[src/core/chroma_subcarrier_synth_pkg.sv]
package chroma_subcarrier_synth_pkg;
    // ==========================================
    // widths
    localparam int ACC_W = 32;
    localparam int PHASE_W = 16;
    localparam int LINE_W = 10;
    // ==========================================
    // register indices, byte address is index times four
    localparam logic [7:0] IDX_FORMAT_MODE = 8'h06;
    localparam logic [7:0] IDX_RESET_REQ = 8'h07;
    localparam logic [7:0] IDX_DEC_REF = 8'h11;
    localparam logic [7:0] IDX_LOCK_CTL = 8'h18;
    localparam logic [7:0] IDX_FILT_BYP = 8'h3f;
    localparam logic [7:0] IDX_STEP0 = 8'h40;
    localparam logic [7:0] IDX_STEP1 = 8'h41;
    localparam logic [7:0] IDX_STEP2 = 8'h42;
    localparam logic [7:0] IDX_STEP3 = 8'h43;
    localparam logic [7:0] IDX_SYS_LO = 8'h44;
    localparam logic [7:0] IDX_SYS_HI = 8'h45;
    localparam logic [7:0] IDX_BUR_LO = 8'h46;
    localparam logic [7:0] IDX_BUR_HI = 8'h47;
    localparam logic [7:0] IDX_BURST_PEAK = 8'h48;
    localparam logic [7:0] IDX_RAMP_ONE = 8'h49;
    localparam logic [7:0] IDX_RAMP_TWO = 8'h4a;
    // ==========================================
    // storage slots
    localparam logic [3:0] S_FORMAT_MODE = 4'h0;
    localparam logic [3:0] S_RESET_REQ = 4'h1;
    localparam logic [3:0] S_DEC_REF = 4'h2;
    localparam logic [3:0] S_LOCK_CTL = 4'h3;
    localparam logic [3:0] S_FILT_BYP = 4'h4;
    localparam logic [3:0] S_STEP0 = 4'h5;
    localparam logic [3:0] S_STEP1 = 4'h6;
    localparam logic [3:0] S_STEP2 = 4'h7;
    localparam logic [3:0] S_STEP3 = 4'h8;
    localparam logic [3:0] S_SYS_LO = 4'h9;
    localparam logic [3:0] S_SYS_HI = 4'ha;
    localparam logic [3:0] S_BUR_LO = 4'hb;
    localparam logic [3:0] S_BUR_HI = 4'hc;
    localparam logic [3:0] S_BURST_PEAK = 4'hd;
    localparam logic [3:0] S_RAMP_ONE = 4'he;
    localparam logic [3:0] S_RAMP_TWO = 4'hf;
    // ==========================================
    // fields, codes, reset values
    localparam int FORMAT_LSB = 6;
    localparam int MODE_LSB = 3;
    localparam int RESET_REQ_BIT = 5;
    localparam logic [1:0] FORMAT_NTSC = 2'h0;
    localparam logic [2:0] MODE_FREE_RUN = 3'h0;
    localparam logic [2:0] MODE_SC_RESET = 3'h1;
    localparam logic [LINE_W-1:0] SYNC_LINE = 10'h001;
    localparam logic [LINE_W-1:0] NTSC_SYNC_LINE = 10'h004;
    localparam logic [7:0] REG_RESET = 8'h00;
    localparam logic [ACC_W-1:0] ACC_RESET = 32'h0000_0000;
    // ==========================================
    // carriers
    typedef struct packed {
        logic field_one;
        logic [LINE_W-1:0] line_num;
        logic pixel_one;
        logic burst_gate;
    } timing_t;
    typedef struct packed {
        logic [ACC_W-1:0] mod_phase;
        logic burst_sel;
    } phase_t;
endpackage : chroma_subcarrier_synth_pkg

[src/core/chroma_subcarrier_synth.sv]
// Chosen here: the APB register port.
`timescale 1ns/10ps
module chroma_subcarrier_synth (
    input wire logic pclk,
    input wire logic presetn,
    input wire logic psel,
    input wire logic penable,
    input wire logic pwrite,
    input wire logic [11:0] paddr,
    input wire logic [31:0] pwdata,
    input wire logic [3:0] pstrb,
    output logic [31:0] prdata,
    output logic pready,
    output logic pslverr,
    input chroma_subcarrier_synth_pkg::timing_t timing,
    output chroma_subcarrier_synth_pkg::phase_t phase_out,
    output logic [31:0] accum_out,
    output logic sync_point
);
    import chroma_subcarrier_synth_pkg::*;

    // ==========================================
    // address decode
    function automatic logic [4:0] decode(input logic [11:0] addr);
        logic [4:0] r;
        r = 5'h00;
        if (addr[11:10] == 2'h0 && addr[1:0] == 2'h0) begin
            case (addr[9:2])
                IDX_FORMAT_MODE: r = {1'b1, S_FORMAT_MODE};
                IDX_RESET_REQ: r = {1'b1, S_RESET_REQ};
                IDX_DEC_REF: r = {1'b1, S_DEC_REF};
                IDX_LOCK_CTL: r = {1'b1, S_LOCK_CTL};
                IDX_FILT_BYP: r = {1'b1, S_FILT_BYP};
                IDX_STEP0: r = {1'b1, S_STEP0};
                IDX_STEP1: r = {1'b1, S_STEP1};
                IDX_STEP2: r = {1'b1, S_STEP2};
                IDX_STEP3: r = {1'b1, S_STEP3};
                IDX_SYS_LO: r = {1'b1, S_SYS_LO};
                IDX_SYS_HI: r = {1'b1, S_SYS_HI};
                IDX_BUR_LO: r = {1'b1, S_BUR_LO};
                IDX_BUR_HI: r = {1'b1, S_BUR_HI};
                IDX_BURST_PEAK: r = {1'b1, S_BURST_PEAK};
                IDX_RAMP_ONE: r = {1'b1, S_RAMP_ONE};
                IDX_RAMP_TWO: r = {1'b1, S_RAMP_TWO};
                default: r = 5'h00;
            endcase
        end
        return r;
    endfunction : decode

    // ==========================================
    // apb slave
    logic [4:0] dec;
    logic hit;
    logic [3:0] slot;
    logic wr_en;
    logic [7:0] regs_q [16];
    logic [31:0] prdata_q;

    assign dec = decode(paddr);
    assign hit = dec[4];
    assign slot = dec[3:0];
    assign wr_en = psel & penable & pwrite & hit & pstrb[0];
    assign pready = 1'b1;
    assign pslverr = psel & penable & ~hit;
    assign prdata = prdata_q;

    always_ff @(posedge pclk or negedge presetn) begin
        if (!presetn) begin
            prdata_q <= 32'h0000_0000;
        end else if (psel && !penable && !pwrite && hit) begin
            prdata_q <= {24'h00_0000, regs_q[slot]};
        end else if (psel && !penable) begin
            prdata_q <= 32'h0000_0000;
        end
    end

    // ==========================================
    // register fields
    logic [ACC_W-1:0] step_word;
    logic [PHASE_W-1:0] system_phase_word;
    logic [PHASE_W-1:0] burst_phase_word;
    logic [1:0] format_sel;
    logic [2:0] mode_sel;
    logic reset_req;
    logic req_set;

    assign step_word = {regs_q[S_STEP3], regs_q[S_STEP2], regs_q[S_STEP1], regs_q[S_STEP0]};
    assign system_phase_word = {regs_q[S_SYS_HI], regs_q[S_SYS_LO]};
    assign burst_phase_word = {regs_q[S_BUR_HI], regs_q[S_BUR_LO]};
    assign format_sel = regs_q[S_FORMAT_MODE][FORMAT_LSB +: 2];
    assign mode_sel = regs_q[S_FORMAT_MODE][MODE_LSB +: 3];
    assign reset_req = regs_q[S_RESET_REQ][RESET_REQ_BIT];
    assign req_set = wr_en && slot == S_RESET_REQ && pwdata[RESET_REQ_BIT];

    // ==========================================
    // sync point and load decision
    logic [LINE_W-1:0] sync_line;
    logic load;

    assign sync_line = (format_sel == FORMAT_NTSC) ? NTSC_SYNC_LINE : SYNC_LINE;
    assign sync_point = timing.field_one & timing.pixel_one & (timing.line_num == sync_line);
    // free-run only realigns on request, reset mode every time
    assign load = sync_point & ((mode_sel == MODE_SC_RESET) | reset_req);

    // ==========================================
    // register storage
    always_ff @(posedge pclk or negedge presetn) begin
        if (!presetn) begin
            for (int i = 0; i < 16; i++) begin
                regs_q[i] <= REG_RESET;
            end
        end else begin
            for (int i = 0; i < 16; i++) begin
                if (wr_en && slot == 4'(i)) begin
                    regs_q[i] <= pwdata[7:0];
                end
            end
            // request clears itself once used, a new set wins
            if (sync_point && reset_req && !req_set) begin
                regs_q[S_RESET_REQ][RESET_REQ_BIT] <= 1'b0;
            end
        end
    end

    // ==========================================
    // phase accumulator
    logic [ACC_W-1:0] acc_q;
    logic [ACC_W-1:0] acc_d;

    always_comb begin
        if (load) begin
            acc_d = {system_phase_word, 16'h0000};
        end else begin
            acc_d = acc_q + step_word;
        end
    end

    always_ff @(posedge pclk or negedge presetn) begin
        if (!presetn) begin
            acc_q <= ACC_RESET;
        end else begin
            acc_q <= acc_d;
        end
    end

    assign accum_out = acc_q;

    // ==========================================
    // modulator phase
    always_ff @(posedge pclk or negedge presetn) begin
        if (!presetn) begin
            phase_out <= '0;
        end else if (timing.burst_gate) begin
            phase_out.mod_phase <= acc_q + {burst_phase_word, 16'h0000};
            phase_out.burst_sel <= 1'b1;
        end else begin
            phase_out.mod_phase <= acc_q + {system_phase_word, 16'h0000};
            phase_out.burst_sel <= 1'b0;
        end
    end
endmodule : chroma_subcarrier_synth

[config.mk]
export PLATFORM = sky130hd
export DESIGN_NAME = chroma_subcarrier_synth
export DESIGN_NICKNAME = d
export VERILOG_FILES = /design/src/core/chroma_subcarrier_synth_pkg.sv /design/src/core/chroma_subcarrier_synth.sv
export SDC_FILE = /design/constraint.sdc
export NUM_CORES = 1
export LEC_CHECK = 0
export BUFFER_PORTS_ARGS = -buffer_cell sky130_fd_sc_hd__buf_2
export CORE_ASPECT_RATIO = 1.5
export CORE_MARGIN = 2
export CORE_UTILIZATION = 55
export DETAILED_ROUTE_END_ITERATION = 16
export PLACE_DENSITY = 0.77
export REMOVE_ABC_BUFFERS = 1
export SYNTH_ARGS = -nofsm -noshare
export SYNTH_HDL_FRONTEND = slang
export SYNTH_SLANG_ARGS = --single-unit
[constraint.sdc]
create_clock -name pclk -period 7.1 [get_ports pclk]
set_input_delay 0.355 -clock pclk [delete_from_list [all_inputs] [get_ports pclk]]
set_output_delay 0.355 -clock pclk [all_outputs]
set_load 0.02 [all_outputs]
Word level (Yosys, flattened, before mapping) --
Cells that the tools add are included. Widths: inputs -> output; s select.
Storage, ports and cells: flip-flop bits (word level) 225, bits of input ports 66, output and inout bits 100, logic and storage cells 113
Cells by class: add/sub/neg operators 3, magnitude comparators 1, eq/ne operators 33, muxes and demuxes 12, bitwise operators 11, reductions and logical operators 32
Operator list (count):
- $add 32x32->32 | 3
- $mux 32 | 3
- $eq 8x7->1 const B | 11
- $pmux 5 s16 | 1
- $mux 33 | 1
- $bmux 8 s4 | 1
- $eq 4x4->1 const B | 8
- $logic_and 1x1->1 | 23
- $eq 4x3->1 const B | 4
- $eq 8x3->1 const B | 2
- $eq 8x5->1 const B | 2
- $mux 8 | 2
- $eq 10x3->1 | 1
- $and 1x1->1 | 8
- $eq 4x2->1 const B | 2
- $eq 8x6->1 const B | 1
- $logic_not 2->1 | 3
- $mux 6 | 1
- $ge 5x5->1 const B | 1
- $mux 5 | 1
- $not 4->5 | 1
- $eq 4x1->1 const B | 1
- $logic_not 4->1 | 1
- $reduce_bool 2->1 | 2
- 6 further kinds | 8

Longest topological paths before layout --
Gate-level depths: netlist of the first run.
depth in word-level cells 10, mapped depth 14, mapped depth without buffers 12

Least setup slack after synthesis of the first run --
No wires, ideal clock.
path type in2reg, from input timing[0] (netlist bit), to register phase_out[29] (netlist bit), setup time 0.080 ns, arrival time 2.971 ns, data required time 7.020 ns, setup slack 4.049 ns, cell stages on the path 14, buffers on the path 2, cells stage by stage clkbuf_1 -> buf_1 -> mux2_2 -> ha_1 -> inv_1 -> fa_1 -> nor2b_1 -> o21ai_0 -> a21boi_0 -> o21ai_0 -> a211oi_1 -> o31ai_1 -> nor2b_1 -> xnor2_1
On the way: word-level cells in the longest chain between the ends 1
Ends and longest elaborated chain:
- from (decl) | line chroma_subcarrier_synth.sv:15 | input chroma_subcarrier_synth_pkg::timing_t timing,
- $mux 33 | line chroma_subcarrier_synth.sv:154 | end else if (timing.burst_gate) begin
- to (decl) | line chroma_subcarrier_synth.sv:16 | output chroma_subcarrier_synth_pkg::phase_t phase_out,
Every way passes these cells. A chain may end at the register's enable or synchronous reset.

Worst setup path after layout of the first run --
from input paddr[5], to register prdata_q[1] (netlist: prdata[1])
On the way: word-level cells in the longest chain between the ends 8, elaborated cells between the ends (all ways) 25, classes of those cells eq/ne (16); mux (6); bitwise (1); reduce/logical (2)
Ends and longest elaborated chain:
- from (decl) | line chroma_subcarrier_synth.sv:9 | input wire logic [11:0] paddr,
- $eq 8x7->1 (tied with other cells) | line chroma_subcarrier_synth.sv:28 | case (addr[9:2])
- $pmux 5 s16 * | line chroma_subcarrier_synth.sv:28
- $mux 5 * | line chroma_subcarrier_synth.sv:27 | if (addr[11:10] == 2'h0 && addr[1:0] == 2'h0) begin
- $not 4->5 (not written as such) | line chroma_subcarrier_synth.sv:72 | prdata_q <= {24'h00_0000, regs_q[slot]};
- $bmux 8 s4 | line chroma_subcarrier_synth.sv:72
- $mux 8 (not written as such) (2 in series) | line chroma_subcarrier_synth.sv:72
- $mux 32 | line chroma_subcarrier_synth.sv:71 | end else if (psel && !penable && !pwrite && hit) begin
- to (signal assigned) | line chroma_subcarrier_synth.sv:72
- to (decl) | line chroma_subcarrier_synth.sv:58 | logic [31:0] prdata_q;
Mark *: on every way between the ends. The rest lies on a longest branch, timed or not. The select of a mux whose other input is x is not followed.

==> summary.md, run 1 <==
| Metric | Value |
|---|---|
| Critical Path End Type | `register` |
| Initial Util | `56.08%` |
| Synth Area per Inst | `10.76 um^2` |
| Cell Pwr Density | `182.0 nW/um^2` |
| Via density | `6.189` |
| Placer Congestion | `0.9304` |
| CP Launch Point | `paddr[5]` |
| Min Tclk post-route | `3.401 ns` |
| Grt ovf | `0` |
| Final Setup Violations | `0` |
| Hold WC Path Type | `in -> async` |
| Clock sink count | `201` |
| RSZ-0062 raised after global routing | `no` |
| Die Area | `21,270 um^2` |
| Library cells used by synthesis | `71` |
| CTS tree | `built` |
| CTS Hold Bufs | `0` |
| Maximum VDD drop | `0.1208 mV` |
| Critical R2R Launch | `regs_q[80]` |
| PostCTS Resize Cnt | `0` |
| Main synth FF type | `dfrtp_1` |
| Final hold viol count | `0` |
| EDFF count, synth | `0` |
| Root Buffer | `clkbuf_16` |
| Die X-Extent | `119.7 um` |
| Clk_skew | `0.01527 ns` |
| Router iterations before antenna repair | `5` |
| Via Count | `8,634` |
| Largest family of logic cells by synthesized area | `multiplexers` |
| Cell row count | `63` |
| Layout net count | `1,240` |
| Clk_lat worst skew | `0.50 ns` |
| Post-synthesis mux area share | `15.40%` |
| XOR/XNOR share of the synthesized area | `2.378%` |
| Layout cell share with drive strength beyond 1 | `27.58%` |
| Remaining DRCs | `0` |
| WP buf/inv | `2` |
| Post-synthesis sequential area ratio | `45.52%` |
| Asr flop ratio synth | `100.0%` |
| Fin cells | `1,395` |
| Rel. slew slack | `28.89%` |
| Postcts setup bufs | `0` |
| Most used cell, CP | `nand2_1` |
| Largest net degree at the start of global routing | `130` |
| Synth top area cells | `dfrtp_1, mux2_2, ha_1` |
| Setup tns final | `0 ns` |
| F_max | `294.1 MHz` |
| Compound-Gate Fraction of Synth Area | `13.15%` |
| Synthesized-area fraction occupied by adder cells | `5.571%` |
| Die height | `177.6 um` |
| Worst-Margin Slew | `1.059 ns` |
| Number of diodes | `0` |
| Crit path largest cell delay | `0.67 ns` |
| First-pass GRT wire length | `45.51 mm` |
| # H-tree levels | `1` |
| CP Data Arrival Time | `3.83 ns` |
| Crit path required time | `7.53 ns` |
| Vias in the first global route | `8,539` |
| TritonCTS buffer count | `20` |
| Io pins | `166` |
| Leakage | `5.806 nW` |
| Critical-path cell list | `buf_2, nor4b_4, nand2_1, a2111oi_4, buf_4, nand2_1, nand2_1, o221ai_1, a22oi_1, a22o_1` |
| CTS clk-pin slew, worst paths | `0.06 ns` |
| Maximum root-to-sink buffer count | `3` |
| Area grow syn2layout | `11.77%` |
| Post-synthesis register bit count | `201` |
| DP Wirelength | `20.21 mm` |
| Core area | `19,710 um^2` |
| Worst Setup Start Kind | `input pin` |
| Largest delay contributor family on the critical path | `simple AND/OR/NAND/NOR gates` |
| Warnings from Yosys | `0` |
| Initial antenna violation count | `0` |
| Initial DRC count | `741` |
| DRT Wirelength | `28.53 mm` |
| IO Port Bufs | `113` |
| Total track usage | `27.16%` |
| CP Class | `in -> reg` |
| Leading area contributor after synthesis | `dfrtp_1` |
| Fin crit share | `47.90%` |
| Post-synth top area share | `45.52%` |
| Synth Area in Simple Gates | `14.01%` |
| Slew Limit Fails | `0` |
| Max-Cap Viols | `0` |
| Status | `completed` |
| Synthesized area | `11,050 um^2` |
| Synth Instances | `1,027` |
| Avg WL per Cell | `20.45 um` |
| Worst-path fanout max | `31` |
| Final ANT Viol Nets | `0` |
| Slowest-stage cell, CP | `nand2_1` |
| Dpl cells | `1,364` |
[worst reg2reg max path, cell delays in order (launching register included)]
cell and delay [ns]:
dfrtp_1 0.41, ha_1 0.22, inv_1 0.07, fa_1 0.38, nor2b_1 0.22, o31a_1 0.22
a21oi_1 0.15, a31o_2 0.28, a21oi_1 0.40, nor4_1 0.14, or4b_2 0.65, nand3_1 0.10
[placed cells by master (no fill, tap or decap), types with 6 or more instances in the layout]
cell / count
a21o_1: 19
o22ai_1: 12
a22oi_1: 8
or3_1: 7
ha_1: 46
xor2_1: 10
nor3b_1: 6
nand2b_1: 6
nor2b_1: 8
mux2_2: 140
conb_1: 25
nor2_1: 38
a21boi_0: 8
o21a_1: 9
nor2_4: 8
nand2_1: 105
nor3_1: 21
inv_1: 18
mux2i_1: 8
a32oi_1: 7
buf_2: 112
clkbuf_16: 21
a211oi_1: 7
xnor2_1: 20
and3_1: 6
a31oi_1: 6
nor4_1: 6
nand3_1: 42
a21oi_1: 49
o21ai_0: 38
dfrtp_1: 201
buf_4: 7
a22o_1: 8
o221ai_1: 13
[power breakdown]
part           internal [mW]  total (mW)  switching [mW]
sequential              1.15        1.15        0.000409
combinational         0.0179      0.0887          0.0708
clock                  0.576        1.01           0.438
[per-stage QoR]
step	worst slack, ns	hold WS (ns)	cell area [um^2]	utilization, %	power (mW)
after floorplan	2.657	0.05941	10770	-	1.196
after global placement	3.261	0.3968	11750	59.60	1.255
after detailed placement	3.269	0.3932	11750	59.60	1.257
after CTS	3.753	0.09395	12350	62.68	2.256
after global routing	3.473	0.1157	12350	62.68	2.313
final	3.699	0.01817	12350	62.68	2.248
[sequential cells by signal, summed over array words and instances, names as in the netlist]
signal and cells:
regs_q 107, phase_out 33, accum_out 32, burst_phase_word 16, prdata 8, mode_sel 3, format_sel 2
[cells by family after synthesis]
logic type / Yosys count
simple gates: 294
other cells: 2
flops: 201
buf+inv: 84
compound gates: 216
xor+xnor: 30
fa+ha+maj: 48
mux: 152
[synth_stat cells (all sizes together) (10+ instances only)]
cell	instances
a21o	19
a21oi	49
buf	42
clkbuf	24
dfrtp	201
ha	46
inv	18
mux2	144
nand2	106
nand3	42
nor2	49
nor3	21
o21ai	41
o221ai	13
o22ai	12
xnor2	20
xor2	10
[cell type report]
cell class / count / area, um^2
sequential: 201 / 5030
clock buffer: 28 / 591.8
inverter: 18 / 67.56
timing repair buffer: 120 / 626.9
clock inverter: 3 / 15.01
tap: 260 / 325.3
multi-input combinational: 765 / 5695
fill: 1623 / 7355
[worst paths after layout]
path	end	slack (ns)	cells past startpoint
hold reg to reg	phase_out[3]	0.40	0
max in group asynchronous	regs_q[11]	5.59	2
setup reg to reg	accum_out[30]	3.80	11
min in group pclk	phase_out[0]	0.18	1
setup / recovery	prdata[1]	3.70	10
hold / removal	phase_out[1]	0.02	1
[metal layers]
metal | vias up | track usage, % | part of all wire (%)
li1 | 3929 | - | -
met1 | 4262 | 33.52 | 40
met2 | 345 | 46.43 | 49
met3 | 98 | 2.924 | 5.1
met4 | 0 | 15.20 | 6.1
met5 | - | 0 | 0
(Power assumes the default switching activity.)
==> run 2, diff against run 1 <==
--- a/config.mk
+++ b/config.mk
@@ -8,7 +8,7 @@
 export BUFFER_PORTS_ARGS = -buffer_cell sky130_fd_sc_hd__buf_2
 export CORE_ASPECT_RATIO = 1.5
 export CORE_MARGIN = 2
-export CORE_UTILIZATION = 55
+export CORE_UTILIZATION = 52
 export DETAILED_ROUTE_END_ITERATION = 16
 export PLACE_DENSITY = 0.77
 export REMOVE_ABC_BUFFERS = 1
==> constraint.sdc (replaced) <==
create_clock -name pclk -period 2.8 [get_ports pclk]
set_input_delay 0.14 -clock pclk [delete_from_list [all_inputs] [get_ports pclk]]
set_output_delay 0.14 -clock pclk [all_outputs]
set_load 0.02 [all_outputs]
==> run 2 against run 1 <==
Net effect:
- clock-buffer cell count grew 1
- clock skew down 0.0051 ns
- critical endpoint is now accum_out[18]
- highest routed layer unchanged
- register-to-register slack worse by 3.7 ns
==> summary.md, run 2 (synthesis gave the netlist of run 1 again) <==
| Metric | Value |
|---|---|
| Status | `completed` |
| Io pins | `166 (unchanged)` |
| Slowest-stage cell, CP | `or4b_2` |
| Placer Congestion | `1.002 (+7.7%)` |
| Layout net count | `1,303 (+5.1%)` |
| Initial Util | `52.67% (-3.4 points)` |
| Die X-Extent | `123.0 um (+2.7%)` |
| Die Area | `22,460 um^2 (+5.6%)` |
| Avg WL per Cell | `20.21 um (-1.2%)` |
| Slew Limit Fails | `0 (unchanged)` |
| FF-to-FF setup slack | `0.09 ns (-3.71 ns)` |
| Hold WC Path Type | `in -> reg` |
| Initial DRC count | `753 (+1.6%)` |
| Core area | `20,980 um^2 (+6.5%)` |
| Via density | `6.092 (-1.6%)` |
| Final hold slack | `0.04362 ns (+0.02545 ns)` |
| Clk_skew | `0.01016 ns (-0.005111 ns)` |
| Layout cell share with drive strength beyond 1 | `32.81% (+5.2 points)` |
| CTS tree | `built` |
| Total design power | `5.832 mW (+160%)` |
| Worst-path fanout max | `2 (-94%)` |
| CP Data Arrival Time | `3.14 ns (-0.69 ns)` |
| Critical Path End Type | `register` |
| Min Tclk post-route | `2.714 ns` |
| Cell row count | `65 (+3.2%)` |
| Number of diodes | `0 (unchanged)` |
| Most frequent cells in the layout | `dfrtp_1, mux2_2, buf_2` |
| RR Endpoint | `accum_out[18]` |
| First-pass GRT wire length | `46.74 mm (+2.7%)` |
| Post-route cell area | `12,980 um^2 (+5.1%)` |
| DRT Wirelength | `29.68 mm (+4.0%)` |
| Via Count | `8,949 (+3.6%)` |
| # H-tree levels | `1 (unchanged)` |
| Final hold viol count | `0 (unchanged)` |
| Root Buffer | `clkbuf_16` |
| Remaining DRCs | `0 (unchanged)` |
| Pre-CTS setup slack | `-0.009834 ns (-3.279 ns)` |
| Largest net degree at the start of global routing | `80 (-38%)` |
| Crit path required time | `3.22 ns (-4.31 ns)` |
| IO Port Bufs | `113 (unchanged)` |
| Critical-path cell list | `ha_2, inv_1, fa_2, nor2b_2, o31a_1, a21oi_2, a31o_2, a21boi_1, o41ai_2, or4b_2, nand3_1` |
| Dpl cells | `1,431 (+4.9%)` |
| Area grow syn2layout | `17.48%` |
| Vias in the first global route | `8,832 (+3.4%)` |
| Finished Core Util | `61.87% (-0.81 points)` |
| Final Setup Violations | `0 (unchanged)` |
| Grt ovf | `0 (unchanged)` |
| Top reg by flops | `regs_q` |
| Clk_lat worst skew | `0.50 ns (about the same)` |
| Max-Cap Viols | `0 (unchanged)` |
| Initial antenna violation count | `0 (unchanged)` |
| Worst hold path depth | `2` |
| Cell Pwr Density | `449.2 nW/um^2 (+150%)` |
| Worst-Margin Slew | `0.6743 ns (-0.3842 ns)` |
| Crit path largest cell delay | `0.61 ns (-0.06 ns)` |
| Reg2Reg Depth | `11 (unchanged)` |
| Area post-placement | `12,220 um^2 (+4.1%)` |
| WHS Endpoint | `phase_out[0]` |
| Die height | `182.5 um (+2.8%)` |
| Final ANT Viol Nets | `0 (unchanged)` |
| Maximum root-to-sink buffer count | `3 (unchanged)` |
| Post-route setup slack | `0.08598 ns (-3.613 ns)` |
| Most common cell after layout, fill and taps aside | `dfrtp_1` |
| Fin crit share | `96.93%` |
| Worst Setup Start Kind | `register` |
| DP Wirelength | `21.63 mm (+7.0%)` |
| Maximum VDD drop | `0.3392 mV (+180%)` |
| Setup tns final | `0 ns (unchanged)` |
| Critical R2R Launch | `accum_out[0]` |
| Total track usage | `26.65% (-0.50 points)` |
| CTS clk-pin slew, worst paths | `0.06 ns (about the same)` |
| Rel. slew slack | `54.41% (+26 points)` |
| Leakage | `6.158 nW (+6.1%)` |
| Max reg flops | `107 (unchanged)` |
| TritonCTS buffer count | `20 (unchanged)` |
| F_max | `368.5 MHz` |
| CP Class | `reg -> reg` |
| Hold path startpoint | `timing[0]` |
| Clock sink count | `201 (unchanged)` |
| Router iterations before antenna repair | `7 (+2)` |
| Fin cells | `1,469 (+5.3%)` |
==> run 2: cell count changes in the layout (fill, tap and decap cells not counted), sizes merged <==
cell         previous run  this run
buf                   119       181
bufinv                  0         1
clkinv                  3         4
clkbuf                 29        30
dlygate4sd3             0         1
==> run 2: how the worst max path moves through the flow <==
stage	from	to	cells past startpoint
after global placement	accum_out[0]	accum_out[30]	12
after global routing	accum_out[0]	accum_out[18]	11
after detailed placement	regs_q[83]	accum_out[25]	8
final	accum_out[0]	accum_out[18]	11
after floorplan	paddr[3]	prdata[6]	8
after CTS	regs_q[81]	accum_out[25]	9
==> run 2: layout make-up <==
class / count / area, um^2
fillers: 1715 / 8000
multi-input cells: 765 / 5767
flip-flops and latches: 201 / 5030
repair buffers: 183 / 1127
clock buffers: 29 / 605.6
well taps: 268 / 335.3
inverters: 18 / 67.56
clock inverters: 5 / 50.05
==> run 2: timing repair <==
item,CTS,global route
endpoints found under the setup margin,5,15
hold endpoints to repair,74,0
hold buffers,1,0
setup buffers,1,2
pin swaps,0,8
resized for setup,3,23
==> run 2: routing by layer <==
metal	GRT usage, %	vias up	routed length, um	share of wire (%)
met5	0	-	0	0
met2	45.46	403	14870	50
met4	13.73	0	1662	5.6
li1	-	4062	-	-
met3	3.813	109	1907	6.4
met1	32.38	4375	11240	38
==> run 2: worst max-delay path, delay by kind of cell, from the launching register on <==
family	cells	cell delay (ns)
simple gates	3	0.87
compound gates	5	0.86
fa+ha+maj	2	0.51
flops	1	0.35
buf+inv	1	0.05
==> run 2: report_power, final <==
group	internal, mW	switching, mW	total (mW)
clock	1.59	1.09	2.68
sequential	2.91	0.00112	2.91
combinational	0.0614	0.185	0.247
total	4.55	1.28	5.83
==> run 3, diff against run 2 <==
--- a/config.mk
+++ b/config.mk
@@ -5,10 +5,10 @@
 export SDC_FILE = /design/constraint.sdc
 export NUM_CORES = 1
 export LEC_CHECK = 0
+export ABC_AREA = 1
 export BUFFER_PORTS_ARGS = -buffer_cell sky130_fd_sc_hd__buf_2
 export CORE_ASPECT_RATIO = 1.5
-export CORE_MARGIN = 2
-export CORE_UTILIZATION = 52
+export CORE_UTILIZATION = 53
 export DETAILED_ROUTE_END_ITERATION = 16
 export PLACE_DENSITY = 0.77
 export REMOVE_ABC_BUFFERS = 1
==> run 3 against run 2 <==
Net effect:
- sequential share of layout area is 1.3 points lower
- power is 1.3% lower
- clock power is 4% lower
- global-route usage is 2.9 points higher
- sequential power hardly changed
- first-iteration DRC count is 13% higher
- via count is 24% higher
- synthesized area is 7.8% higher
- clock skew is 0.00083 ns lower
- fmax is 4.6% higher
- synthesized cell count is 59% higher
- critical path type unchanged
- largest cell class unchanged
==> summary.md, run 3 <==
| Metric | Value |
|---|---|
| Slew Limit Fails | `0 (unchanged)` |
| Largest net degree at the start of global routing | `116 (+45%)` |
| DRT Wirelength | `34.36 mm (+16%)` |
| CP Class | `reg -> reg` |
| Worst hold path depth | `4 (+2)` |
| DP Wirelength | `25.73 mm (+19%)` |
| Vias in the first global route | `10,335 (+17%)` |
| Number of diodes | `0 (unchanged)` |
| Final hold slack | `0.04844 ns (+0.004821 ns)` |
| Remaining DRCs | `0 (unchanged)` |
| Library cells used by synthesis | `44 (-38%)` |
| Min Tclk post-route | `2.595 ns (-0.1195 ns)` |
| F_max | `385.4 MHz (+4.6%)` |
| Placer Congestion | `0.9396 (-6.2%)` |
| Die X-Extent | `124.4 um (+1.1%)` |
| Finished Core Util | `61.34% (-0.53 points)` |
| Die Area | `23,090 um^2 (+2.8%)` |
| Cell row count | `66 (+1.5%)` |
| Pre-CTS setup slack | `-0.05982 ns (-0.04999 ns)` |
| Layout cell share with drive strength beyond 1 | `11.75% (-21 points)` |
| Area grow syn2layout | `12.70%` |
| Synth Instances | `1,635 (+59%)` |
| CTS clk-pin slew, worst paths | `0.06 ns (about the same)` |
| Reg2Reg Depth | `11 (unchanged)` |
| Initial DRC count | `850 (+13%)` |
| First-pass GRT wire length | `53.74 mm (+15%)` |
| Max-Cap Viols | `0 (unchanged)` |
| Router iterations before antenna repair | `5 (-2)` |
| Warnings from Yosys | `0 (unchanged)` |
| Post-route setup slack | `0.2054 ns (+0.1195 ns)` |
| Most frequent cells in the layout | `nand2_1, dfrtp_1, o21ai_0` |
| # H-tree levels | `1 (unchanged)` |
| CP Launch Point | `regs_q[48]` |
| Main synth FF type | `dfrtp_1` |
| Maximum root-to-sink buffer count | `3 (unchanged)` |
| Dpl cells | `1,988 (+39%)` |
| Via Count | `11,106 (+24%)` |
| Clock sink count | `201 (unchanged)` |
| Layout net count | `1,863 (+43%)` |
| Initial antenna violation count | `0 (unchanged)` |
| Synth top cells by count | `nand2_1, dfrtp_1, o21ai_0, inv_1, nor2_1` |
| Critical Path End Type | `register` |
| Hold WC Path Type | `in -> reg` |
| Cell Pwr Density | `428.6 nW/um^2 (-4.6%)` |
| Post-synthesis sequential area ratio | `42.23% (-3.3 points)` |
| Status | `completed` |
| Total track usage | `29.60% (+2.9 points)` |
| Synth Area per Inst | `7.285 um^2 (-32%)` |
| Final Setup Violations | `0 (unchanged)` |
| Leakage | `7.347 nW (+19%)` |
| TritonCTS buffer count | `21 (+5.0%)` |
| Worst Setup Start Kind | `register` |
| Crit path required time | `3.22 ns (about the same)` |
| IO Port Bufs | `113 (unchanged)` |
| Via density | `5.463 (-10%)` |
| RR Endpoint | `phase_out[29]` |
| Critical R2R Launch | `regs_q[48]` |
| Post-synth top area share | `42.23% (-3.3 points)` |
| Fin cells | `2,033 (+38%)` |
| Clk_skew | `0.009326 ns (-0.0008320 ns)` |
| Postcts setup bufs | `0 (-1)` |
| Maximum VDD drop | `0.4452 mV (+31%)` |
| Most common cell after layout, fill and taps aside | `nand2_1` |
| Root Buffer | `clkbuf_16` |
| CP Data Arrival Time | `3.02 ns (-0.12 ns)` |
| FF-to-FF setup slack | `0.21 ns (+0.12 ns)` |
| Synthesized area | `11,910 um^2 (+7.8%)` |
| CP endpoint | `phase_out[29]` |
| Die height | `185.6 um (+1.7%)` |
| Top reg by flops | `regs_q` |
| CTS tree | `built` |
| Final ANT Viol Nets | `0 (unchanged)` |
| Initial Util | `54.43% (+1.8 points)` |
| Total design power | `5.754 mW (-1.3%)` |
| Asr flop ratio synth | `100.0% (unchanged)` |
| Final hold viol count | `0 (unchanged)` |
| Fin crit share | `92.66% (-4.3 points)` |
| Max reg flops | `107 (unchanged)` |
| Most numerous cell in the Yosys netlist | `nand2_1` |
| Synth top area cells | `dfrtp_1, nand2_1, o21ai_0` |
| Avg WL per Cell | `16.90 um (-16%)` |
| Post-synthesis register bit count | `201 (unchanged)` |
| Core area | `21,880 um^2 (+4.3%)` |
| Leading area contributor after synthesis | `dfrtp_1` |
| Worst-Margin Slew | `0.7621 ns (+0.08782 ns)` |
| EDFF count, synth | `0 (unchanged)` |
| Grt ovf | `0 (unchanged)` |
| Worst-path fanout max | `3 (+1)` |
| Clk_lat worst skew | `0.51 ns (about the same)` |
| Io pins | `166 (unchanged)` |
| Rel. slew slack | `48.81% (-5.6 points)` |
| RSZ-0062 raised after global routing | `no` |
-- run 3: where the power goes --
group          switching, mW  total, mW  internal [mW]
Sequential           0.00222       2.91           2.91
Clock                   1.15       2.58           1.43
Combinational          0.199      0.261         0.0618
Total                   1.36       5.75           4.40
-- run 3: per-stage QoR --
stage / cell area (um^2) / setup TNS (ns)
2_1_floorplan: 11570 / -57.69
5_1_grt: 13420 / 0
4_1_cts: 13420 / 0
3_3_place_gp: 12710 / 0
3_5_place_dp: 12710 / -0.05982
6_report: 13420 / 0
-- run 3: repair_timing --
| item | 4_1_cts | 5_1_grt |
|---|---|---|
| resized for setup | 1 | 2 |
| hold buffers | 10 | 0 |
| endpoints found under the hold margin | 98 | 0 |
| endpoints found under the setup margin | 1 | 1 |
-- run 3: worst min-delay path by stage --
stage                     startpoint      endpoint  slack [ns]
final                        penable     prdata[7]        0.05
after global routing          pwrite     prdata[6]        0.09
after CTS                    penable     prdata[7]        0.04
after detailed placement     presetn   regs_q[104]        0.17
after global placement       presetn   regs_q[104]        0.16
after floorplan              presetn  accum_out[0]       -0.16
-- run 3: area by class of cell --
cell class / instances / area (um^2)
well taps: 272 / 340.3
clock inverters: 9 / 51.30
multi-input cells: 1220 / 5944
repair buffers: 146 / 897.1
clock buffers: 26 / 564.3
inverters: 159 / 596.8
fillers: 1981 / 8459
flip-flops and latches: 201 / 5030
-- run 3: metal layers --
metal	vias to the layer above	track usage (%)	wire (um)
met5	-	0	0
met2	408	54.50	17530
li1	5460	-	-
met3	81	2.759	1678
met1	5157	34.67	13650
met4	0	13.73	1496
-- run 3: logic make-up (layout without fill, tap and decap cells) --
family	count (synthesis)	after routing	share of synthesized area [%]
and+or+nand+nor	815	815	28.43
AOI/OAI and AO/OA	307	307	13.57
buffers and inverters	237	340	8.613
DFF	201	201	42.23
adders and majority gates	48	48	5.168
xor gates and xnor gates	21	21	1.544
muxes	4	4	0.3781
other	2	25	0.06305
-- run 3: worst max-delay path, stage by stage (launching register included) --
cell	delay, ns
dfrtp_1	0.37
inv_1	0.06
o21ai_1	0.21
ha_1	0.23
inv_1	0.06
fa_1	0.41
o21ai_1	0.22
a21oi_1	0.14
o21ai_1	0.22
a21boi_0	0.17
o21ai_0	0.22
xor2_1	0.19
